## config.mk

```make
export PLATFORM = sky130hd
export DESIGN_NAME = icmc_top
export DESIGN_NICKNAME = d
export VERILOG_FILES = /design/src/logic/icmc_top.v
export VERILOG_INCLUDE_DIRS = /design/src /design/src/inc
export SDC_FILE = /design/constraint.sdc
export NUM_CORES = 1
export LEC_CHECK = 0
export ABC_AREA = 1
export BUFFER_PORTS_ARGS = -buffer_cell sky130_fd_sc_hd__buf_2
export CAP_MARGIN = 30
export CORE_AREA = 4 4 97 99
export CTS_BUF_LIST = sky130_fd_sc_hd__clkbuf_8
export DETAILED_ROUTE_END_ITERATION = 8
export DIE_AREA = 0 0 101 103
export PLACE_DENSITY = 0.77
export SLEW_MARGIN = 20
export SYNTH_ARGS = -nofsm -noshare
export SYNTH_HDL_FRONTEND = slang
export SYNTH_SLANG_ARGS = --single-unit
```

## constraint.sdc

```tcl
create_clock -name MCLK_IN -period 2.3 [get_ports MCLK_IN]
set_input_delay 0.115 -clock MCLK_IN [delete_from_list [all_inputs] [get_ports MCLK_IN]]
set_output_delay 0.115 -clock MCLK_IN [all_outputs]
set_load 0.005 [all_outputs]
```

## src/inc/icmc_regs.vh

```
/*
 * register offsets, field positions, reset values and timing counts of the
 * two-wire bus mode control block.
 * assumes a 200 MHz system clock and byte addresses on a 32-bit bus.
 */
`ifndef ICMC_REGS_VH
`define ICMC_REGS_VH

// =====================================================================
// register byte offsets
`define ICMC_OFS_CTRL 8'h00
`define ICMC_OFS_SADDR 8'h04
`define ICMC_OFS_SADDR2 8'h08
`define ICMC_OFS_MODE 8'h0C
`define ICMC_OFS_DATA 8'h10
`define ICMC_OFS_STAT 8'h14

// =====================================================================
// control register fields
`define ICMC_CTRL_ENABLE 7
`define ICMC_CTRL_IRQEN 6
`define ICMC_CTRL_MST 5
`define ICMC_CTRL_TRS 4
`define ICMC_CTRL_RST 8'h00

// =====================================================================
// status register fields
`define ICMC_ST_BYTE 0
`define ICMC_ST_ARBLOST 1
`define ICMC_ST_START 2
`define ICMC_ST_STOP 3
`define ICMC_ST_BUSY 4
`define ICMC_ST_XFER 5
`define ICMC_EVT_W 4

// =====================================================================
// mode pairs and reset values
`define ICMC_MODE_SLV_RX 2'b00
`define ICMC_MODE_SLV_TX 2'b01
`define ICMC_MODE_MST_RX 2'b10
`define ICMC_MODE_MST_TX 2'b11
`define ICMC_REG8_RST 8'h00
`define ICMC_BITS_PER_FRAME 4'h9

// =====================================================================
// timing
`define ICMC_CLK_PERIOD_NS 5
`define ICMC_SCL_HALF_NS 2500
`define ICMC_SCL_HALF_CYC (`ICMC_SCL_HALF_NS / `ICMC_CLK_PERIOD_NS)

`endif

```

## src/logic/icmc_top.v

```verilog
/*
 * two-wire bus mode control: enable, interrupt gate, master/slave and
 * transmit/receive selection with hardware updates, avalon-mm slave.
 * assumes bus pins are open-drain with external pull-ups and that the
 * bench resolves each wire from the output enables.
 */
// Local design decisions: register access over Avalon-MM and the register addresses.
`default_nettype none
`include "icmc_regs.vh"

// Operation
// - enable clear: stop, init, address regs open
// - enable set: transfers, pins, mode/data regs
// - cpu interrupt passes only while enabled
// - mode pair decode, both reset zero
// - lost arbitration clears master and transmit
// - first frame r/w bit sets direction in slave receive mode
// - transmit change mid-transfer deferred until end
module icmc_top #(
    parameter SCL_HALF_CYC = `ICMC_SCL_HALF_CYC
) (
    // clock and reset
    input wire MCLK_IN,
    input wire ARST_N_IN,
    // avalon-mm slave
    input wire [7:0] AVS_ADDRESS_IN,
    input wire AVS_READ_IN,
    input wire AVS_WRITE_IN,
    input wire [3:0] AVS_BYTEENABLE_IN,
    input wire [31:0] AVS_WRITEDATA_IN,
    output wire [31:0] AVS_READDATA_OUT,
    output wire AVS_WAITREQUEST_OUT,
    // two-wire bus pins
    input wire SCL_IN,
    output wire SCL_OUT,
    output wire SCL_OE_OUT,
    input wire SDA_IN,
    output wire SDA_OUT,
    output wire SDA_OE_OUT,
    // system
    output wire PIN_FUNC_OUT,
    output wire IRQ_OUT
);

// =====================================================================
// pin synchronisers
reg scl_s1_r, scl_s2_r, scl_d_r;
reg sda_s1_r, sda_s2_r, sda_d_r;
always @(posedge MCLK_IN or negedge ARST_N_IN) begin
    if (!ARST_N_IN) begin
        scl_s1_r <= 1'b1;
        scl_s2_r <= 1'b1;
        scl_d_r <= 1'b1;
        sda_s1_r <= 1'b1;
        sda_s2_r <= 1'b1;
        sda_d_r <= 1'b1;
    end else begin
        scl_s1_r <= SCL_IN;
        scl_s2_r <= scl_s1_r;
        scl_d_r <= scl_s2_r;
        sda_s1_r <= SDA_IN;
        sda_s2_r <= sda_s1_r;
        sda_d_r <= sda_s2_r;
    end
end

wire scl_rise = scl_s2_r & ~scl_d_r;
wire scl_fall = ~scl_s2_r & scl_d_r;
wire start_det = scl_s2_r & scl_d_r & sda_d_r & ~sda_s2_r;
wire stop_det = scl_s2_r & scl_d_r & ~sda_d_r & sda_s2_r;

// =====================================================================
// registers and state
reg [7:0] ctrl_r;
reg [7:0] saddr_r, saddr2_r, mode_r, tx_r, rx_r, shift_r;
reg [`ICMC_EVT_W-1:0] evt_r;
reg [3:0] bitcnt_r;
reg busy_r, first_r, trs_pend_r, trs_val_r, go_r, scl_low_r, sda_drv_r;
reg [15:0] div_r;
reg wait_r, irq_r;
reg [31:0] rdata_r;

wire enable = ctrl_r[`ICMC_CTRL_ENABLE];
wire master_select = ctrl_r[`ICMC_CTRL_MST];
wire transmit_select = ctrl_r[`ICMC_CTRL_TRS];
wire xfer = bitcnt_r != 4'h0;
wire frame_end = scl_rise && (bitcnt_r == (`ICMC_BITS_PER_FRAME - 4'h1));
wire data_bit = bitcnt_r < 4'h8;
wire arb_lost = enable && master_select && scl_rise && data_bit
                && !sda_drv_r && !sda_s2_r;

// =====================================================================
// avalon decode
wire acc = (AVS_READ_IN | AVS_WRITE_IN) & ~wait_r;
wire wr = AVS_WRITE_IN & ~wait_r & AVS_BYTEENABLE_IN[0];
wire [7:0] wd = AVS_WRITEDATA_IN[7:0];
wire sel_ctrl = AVS_ADDRESS_IN == `ICMC_OFS_CTRL;
wire sel_sa = AVS_ADDRESS_IN == `ICMC_OFS_SADDR && !enable;
wire sel_sa2 = AVS_ADDRESS_IN == `ICMC_OFS_SADDR2 && !enable;
wire sel_mode = AVS_ADDRESS_IN == `ICMC_OFS_MODE && enable;
wire sel_data = AVS_ADDRESS_IN == `ICMC_OFS_DATA && enable;
wire sel_stat = AVS_ADDRESS_IN == `ICMC_OFS_STAT;

reg [7:0] rd_nxt;
always @* begin
    rd_nxt = `ICMC_REG8_RST;
    if (sel_ctrl) begin
        rd_nxt = ctrl_r;
    end else if (sel_sa) begin
        rd_nxt = saddr_r;
    end else if (sel_sa2) begin
        rd_nxt = saddr2_r;
    end else if (sel_mode) begin
        rd_nxt = mode_r;
    end else if (sel_data) begin
        rd_nxt = rx_r;
    end else if (sel_stat) begin
        rd_nxt = {2'b00, xfer, busy_r, evt_r};
    end
end

// one wait state, access completes at the edge wait is seen low
always @(posedge MCLK_IN or negedge ARST_N_IN) begin
    if (!ARST_N_IN) begin
        wait_r <= 1'b1;
        rdata_r <= 32'h0000_0000;
    end else begin
        wait_r <= ~((AVS_READ_IN | AVS_WRITE_IN) & wait_r);
        if ((AVS_READ_IN | AVS_WRITE_IN) & wait_r) begin
            rdata_r <= {24'h00_0000, rd_nxt};
        end
    end
end

// =====================================================================
// control register with hardware updates
reg [7:0] ctrl_nxt;
reg trs_pend_nxt, trs_val_nxt;
always @* begin
    ctrl_nxt = ctrl_r;
    trs_pend_nxt = trs_pend_r;
    trs_val_nxt = trs_val_r;
    if (wr && sel_ctrl) begin
        ctrl_nxt[7:5] = wd[7:5];
        if (xfer && wd[`ICMC_CTRL_TRS] != transmit_select) begin
            trs_pend_nxt = 1'b1;
            trs_val_nxt = wd[`ICMC_CTRL_TRS];
        end else begin
            ctrl_nxt[`ICMC_CTRL_TRS] = wd[`ICMC_CTRL_TRS];
            trs_pend_nxt = 1'b0;
        end
    end
    if (frame_end && trs_pend_r) begin
        ctrl_nxt[`ICMC_CTRL_TRS] = trs_val_r;
        trs_pend_nxt = 1'b0;
    end
    if (enable && scl_rise && first_r && bitcnt_r == 4'h7
        && {master_select, transmit_select} == `ICMC_MODE_SLV_RX) begin
        ctrl_nxt[`ICMC_CTRL_TRS] = sda_s2_r;
    end
    if (arb_lost) begin
        ctrl_nxt[`ICMC_CTRL_MST] = 1'b0;
        ctrl_nxt[`ICMC_CTRL_TRS] = 1'b0;
        trs_pend_nxt = 1'b0;
    end
    ctrl_nxt[3:0] = 4'h0;
end

// =====================================================================
// event flags: write one to clear, a new event wins
wire [`ICMC_EVT_W-1:0] evt_set = {stop_det, start_det, arb_lost, frame_end};
wire [`ICMC_EVT_W-1:0] evt_clr =
    (wr && sel_stat) ? wd[`ICMC_EVT_W-1:0] : {`ICMC_EVT_W{1'b0}};

always @(posedge MCLK_IN or negedge ARST_N_IN) begin
    if (!ARST_N_IN) begin
        ctrl_r <= `ICMC_CTRL_RST;
        trs_pend_r <= 1'b0;
        trs_val_r <= 1'b0;
        saddr_r <= `ICMC_REG8_RST;
        saddr2_r <= `ICMC_REG8_RST;
        mode_r <= `ICMC_REG8_RST;
        tx_r <= `ICMC_REG8_RST;
        evt_r <= {`ICMC_EVT_W{1'b0}};
        irq_r <= 1'b0;
    end else begin
        ctrl_r <= ctrl_nxt;
        trs_pend_r <= trs_pend_nxt & ctrl_nxt[`ICMC_CTRL_ENABLE];
        trs_val_r <= trs_val_nxt;
        if (wr && sel_sa) begin
            saddr_r <= wd;
        end
        if (wr && sel_sa2) begin
            saddr2_r <= wd;
        end
        if (wr && sel_mode) begin
            mode_r <= wd;
        end
        if (wr && sel_data) begin
            tx_r <= wd;
        end
        if (!enable) begin
            evt_r <= {`ICMC_EVT_W{1'b0}};
        end else begin
            evt_r <= (evt_r & ~evt_clr) | evt_set;
        end
        irq_r <= ctrl_r[`ICMC_CTRL_IRQEN] & (|evt_r);
    end
end

// =====================================================================
// frame tracking, shifting, master clock
always @(posedge MCLK_IN or negedge ARST_N_IN) begin
    if (!ARST_N_IN) begin
        busy_r <= 1'b0;
        first_r <= 1'b0;
        bitcnt_r <= 4'h0;
        shift_r <= `ICMC_REG8_RST;
        rx_r <= `ICMC_REG8_RST;
        sda_drv_r <= 1'b0;
        go_r <= 1'b0;
        scl_low_r <= 1'b0;
        div_r <= 16'h0000;
    end else if (!enable) begin
        busy_r <= 1'b0;
        first_r <= 1'b0;
        bitcnt_r <= 4'h0;
        shift_r <= `ICMC_REG8_RST;
        sda_drv_r <= 1'b0;
        go_r <= 1'b0;
        scl_low_r <= 1'b0;
        div_r <= 16'h0000;
    end else begin
        if (start_det) begin
            busy_r <= 1'b1;
            first_r <= 1'b1;
            bitcnt_r <= 4'h0;
        end else if (stop_det) begin
            busy_r <= 1'b0;
            bitcnt_r <= 4'h0;
        end else if (frame_end) begin
            bitcnt_r <= 4'h0;
            first_r <= 1'b0;
            rx_r <= shift_r;
        end else if (scl_rise) begin
            bitcnt_r <= bitcnt_r + 4'h1;
            if (data_bit) begin
                shift_r <= {shift_r[6:0], sda_s2_r};
            end
        end
        if (wr && sel_data) begin
            shift_r <= wd;
            go_r <= master_select;
        end else if (frame_end || arb_lost) begin
            go_r <= 1'b0;
        end
        if (arb_lost) begin
            sda_drv_r <= 1'b0;
        end else if (scl_fall || (wr && sel_data)) begin
            sda_drv_r <= transmit_select && !(wr && sel_data ? wd[7] : shift_r[7])
                         && (wr && sel_data || bitcnt_r < 4'h8);
        end
        if (go_r) begin
            if (div_r >= SCL_HALF_CYC[15:0] - 16'h0001) begin
                div_r <= 16'h0000;
                scl_low_r <= ~scl_low_r;
            end else begin
                div_r <= div_r + 16'h0001;
            end
        end else begin
            div_r <= 16'h0000;
            scl_low_r <= 1'b0;
        end
    end
end

// =====================================================================
// outputs
assign AVS_READDATA_OUT = rdata_r;
assign AVS_WAITREQUEST_OUT = wait_r;
assign SCL_OUT = 1'b0;
assign SCL_OE_OUT = scl_low_r;
assign SDA_OUT = 1'b0;
assign SDA_OE_OUT = sda_drv_r;
assign PIN_FUNC_OUT = ctrl_r[`ICMC_CTRL_ENABLE];
assign IRQ_OUT = irq_r;

endmodule // icmc_top
`default_nettype wire

```

==> results.yml <==
clock_tree:
  cts_buffers: 9
  clkSinkCount: 91
  htree_levels: 3
  clock_latency_ps: 350
  tritoncts: "yes"
  cts-resized-gates: 0
  path_clk_slew_ps: 90
  clockRootBuffer: "clkbuf_8"
  clock_path_buffers: 2
floorplan:
  core_um2: 8550
  fp.dieH_um: 103
  die-area_um2: 10400
  fp.dieW_um: 101
  io_pins: 89
  rows: 34
  start_util: 0.533
placement:
  gp_congestion: 0.891
  dp_hpwl_um: 7150
  io_buffers: 35
  placedInstanceArea_um2: 4770
  dp_cells: 684
global_routing:
  grt_pass1_vias: 3326
  grt_pass1_wl_um: 15900
  grt_max_degree: 42
  antenna_found_initial: 0
  grtUsageTotal: 0.193
  grt_overflow: 0
sta:
  setup_viol: 0
  layout_min_cycle_time_ps: 1800
  fin_hold_ws_ps: 56.3
  skew_ps: 16.4
  finalCritPeriodShare: 0.781
  hold_viol: 0
  rsz0062_at_grt: "no"
  timing.fmax_mhz: 557
  final-max-slew-violation-count: 0
  fin_tns_setup_ps: 0
power_and_ir_drop:
  p_leak_nw: 2.62
  pwr_density_cell_nw_per_um2: 697
  vdd_drop_max_mv: 0.366
logic_synthesis:
  async_reset_ff_frac: 1.00
  yosys_warnings: 0
  synth-edff-count: 0
  syn_avg_cell_area_um2: 8.45
  synth_ff_type: "dfrtp_1"
  synth.cell_area_um2: 4560
  ys_ff_latch: 91
  synth_cell_types: 38
  ys_seq_area_frac: 0.502
  synth_cells: 539
cells_and_area:
  syn_to_final_growth_pct: 9.26
  insertedDiodeCount: 0
  multi_input_area_um2: 1920
  regArea_um2: 2290
  design_area_um2: 4980
  fin_nets: 643
  utilization: 0.582
  fillCellCount: 750
  drive_above_1_share: 0.173
  fin_cells: 703
detailed_routing:
  dr.pass1.iters: 4
  avgRoutedWirePerCell_um: 13.4
  drt_iter0_drc: 195
  postRouteAntennaNets: 0
  vias: 3518
  viasPerCell: 5.00
  top_layer: "met4"
  wirelength_um: 9450
  wl_met1_um: 4030
  wl_met3_um: 565
  drc: 0
  wl_met2_um: 4800
setup_path:
  worstPathMaxFanout: 16
  crit_type: "register to register"
  end_kind: "register"
  worstPathRequired_ps: 2510
  crit_arrival_ps: 2010
  startpoint_type: "register"
worst_hold_path:
  hold_path.class: "input port to register"
outcome:
  status: "finished clean"
flow_run:
  maxCapViolCount: 0
## cell type report
type,instances,share of cell area
clock buffers,9,0.0249
clock inverters,7,0.0116
inverters,50,0.0377
multi-input cells,394,0.386
flip-flops and latches,91,0.459
well taps,108,0.0271
repair buffers,44,0.0533
## placed cells by master (no fill, tap or decap), drive strengths merged
master,instances
a21oi,22
clkinvlp,1
nand3,34
bufinv,1
nor3,14
conb,33
dfstp,7
inv,54
clkbuf,9
clkinv,1
o21a,1
or2,3
o21ai,47
buf,41
nor2,52
a31oi,1
nor4b,1
and3,1
dfrtp,84
nor4,1
nand2,161
nand3b,2
o211ai,1
mux2,7
xor2,1
xnor2,1
o32ai,1
ha,3
nand4,7
dlygate4sd3,3
## cell families after synthesis
kind of cell | share of synthesized area
flops | 0.502
buf+inv | 0.103
compound gates | 0.0865
xor+xnor | 0.00385
simple gates | 0.279
mux | 0.0173
fa+ha+maj | 0.00824
other cells | 0.000823
## per-layer routing
layer / GRT usage / up-vias
met4: 0.0491 / 0
met5: 0 / -
met3: 0.0365 / 4
li1: - / 1782
met1: 0.254 / 1637
met2: 0.332 / 95
## stage by stage
step / total power [mW] / setup slack (ps)
CTS: 3.49 / 488
floorplan: 2.31 / 856
finish: 3.47 / 503
global placement: 2.44 / 517
detailed placement: 2.47 / 504
global route: 3.68 / 332
## cell usage after synthesis, drive strengths merged (2+ instances only)
master,instances,area (um^2)
nand4,7,43.8
o21ai,47,250
mux2,7,78.8
buf,35,277
dfrtp,84,2100
nor3,14,92.6
nor2,52,248
inv,50,188
nand2,161,639
nand3,34,185
ha,3,37.5
nand3b,2,15.0
dfstp,7,184
a21oi,22,114
or2,3,18.8
## worst max-delay path, stage by stage, from the launching register on
cell and delay, ps:
dfrtp_1 550, inv_2 320, nand3_2 150, nor2_4 220
nand2_2 220, nand2_1 110, o21ai_0 90
## worst paths after layout
check / startpoint / depth (start not counted) / slack, ps / to
min in group asynchronous: ARST_N_IN / 2 / 230 / IRQ_OUT
max reg2reg: ctrl_r[7] / 6 / 500 / saddr_r[4]
max in group asynchronous: ARST_N_IN / 3 / 1390 / sda_s2_r
max: ctrl_r[7] / 6 / 500 / saddr_r[4]
min: AVS_WRITEDATA_IN[7] / 3 / 60 / ctrl_r[7]
min reg2reg: sda_s1_r / 0 / 360 / sda_s2_r
## report_power, final
group,internal [mW],switching [mW],total [mW]
combinational,0.209,0.320,0.529
clock,0.486,0.528,1.01
sequential,1.79,0.141,1.93
total,2.48,0.990,3.47
## what timing repair did
| item | in CTS | in global routing |
|---|---|---|
| buffers inserted | 0 | 0 |
| hold buffers | 3 | 0 |
| hold endpoints to repair | 29 | 0 |
## sequential cells by signal, summed over array words and instances, names as in the netlist, 4 cells and up
register          count
AVS_READDATA_OUT      8
bitcnt_r              4
ctrl_r                4
div_r                16
evt_r                 4
mode_r                8
rx_r                  8
saddr2_r              8
saddr_r               8
shift_r               8
Power figures use the tool's default switching activity.
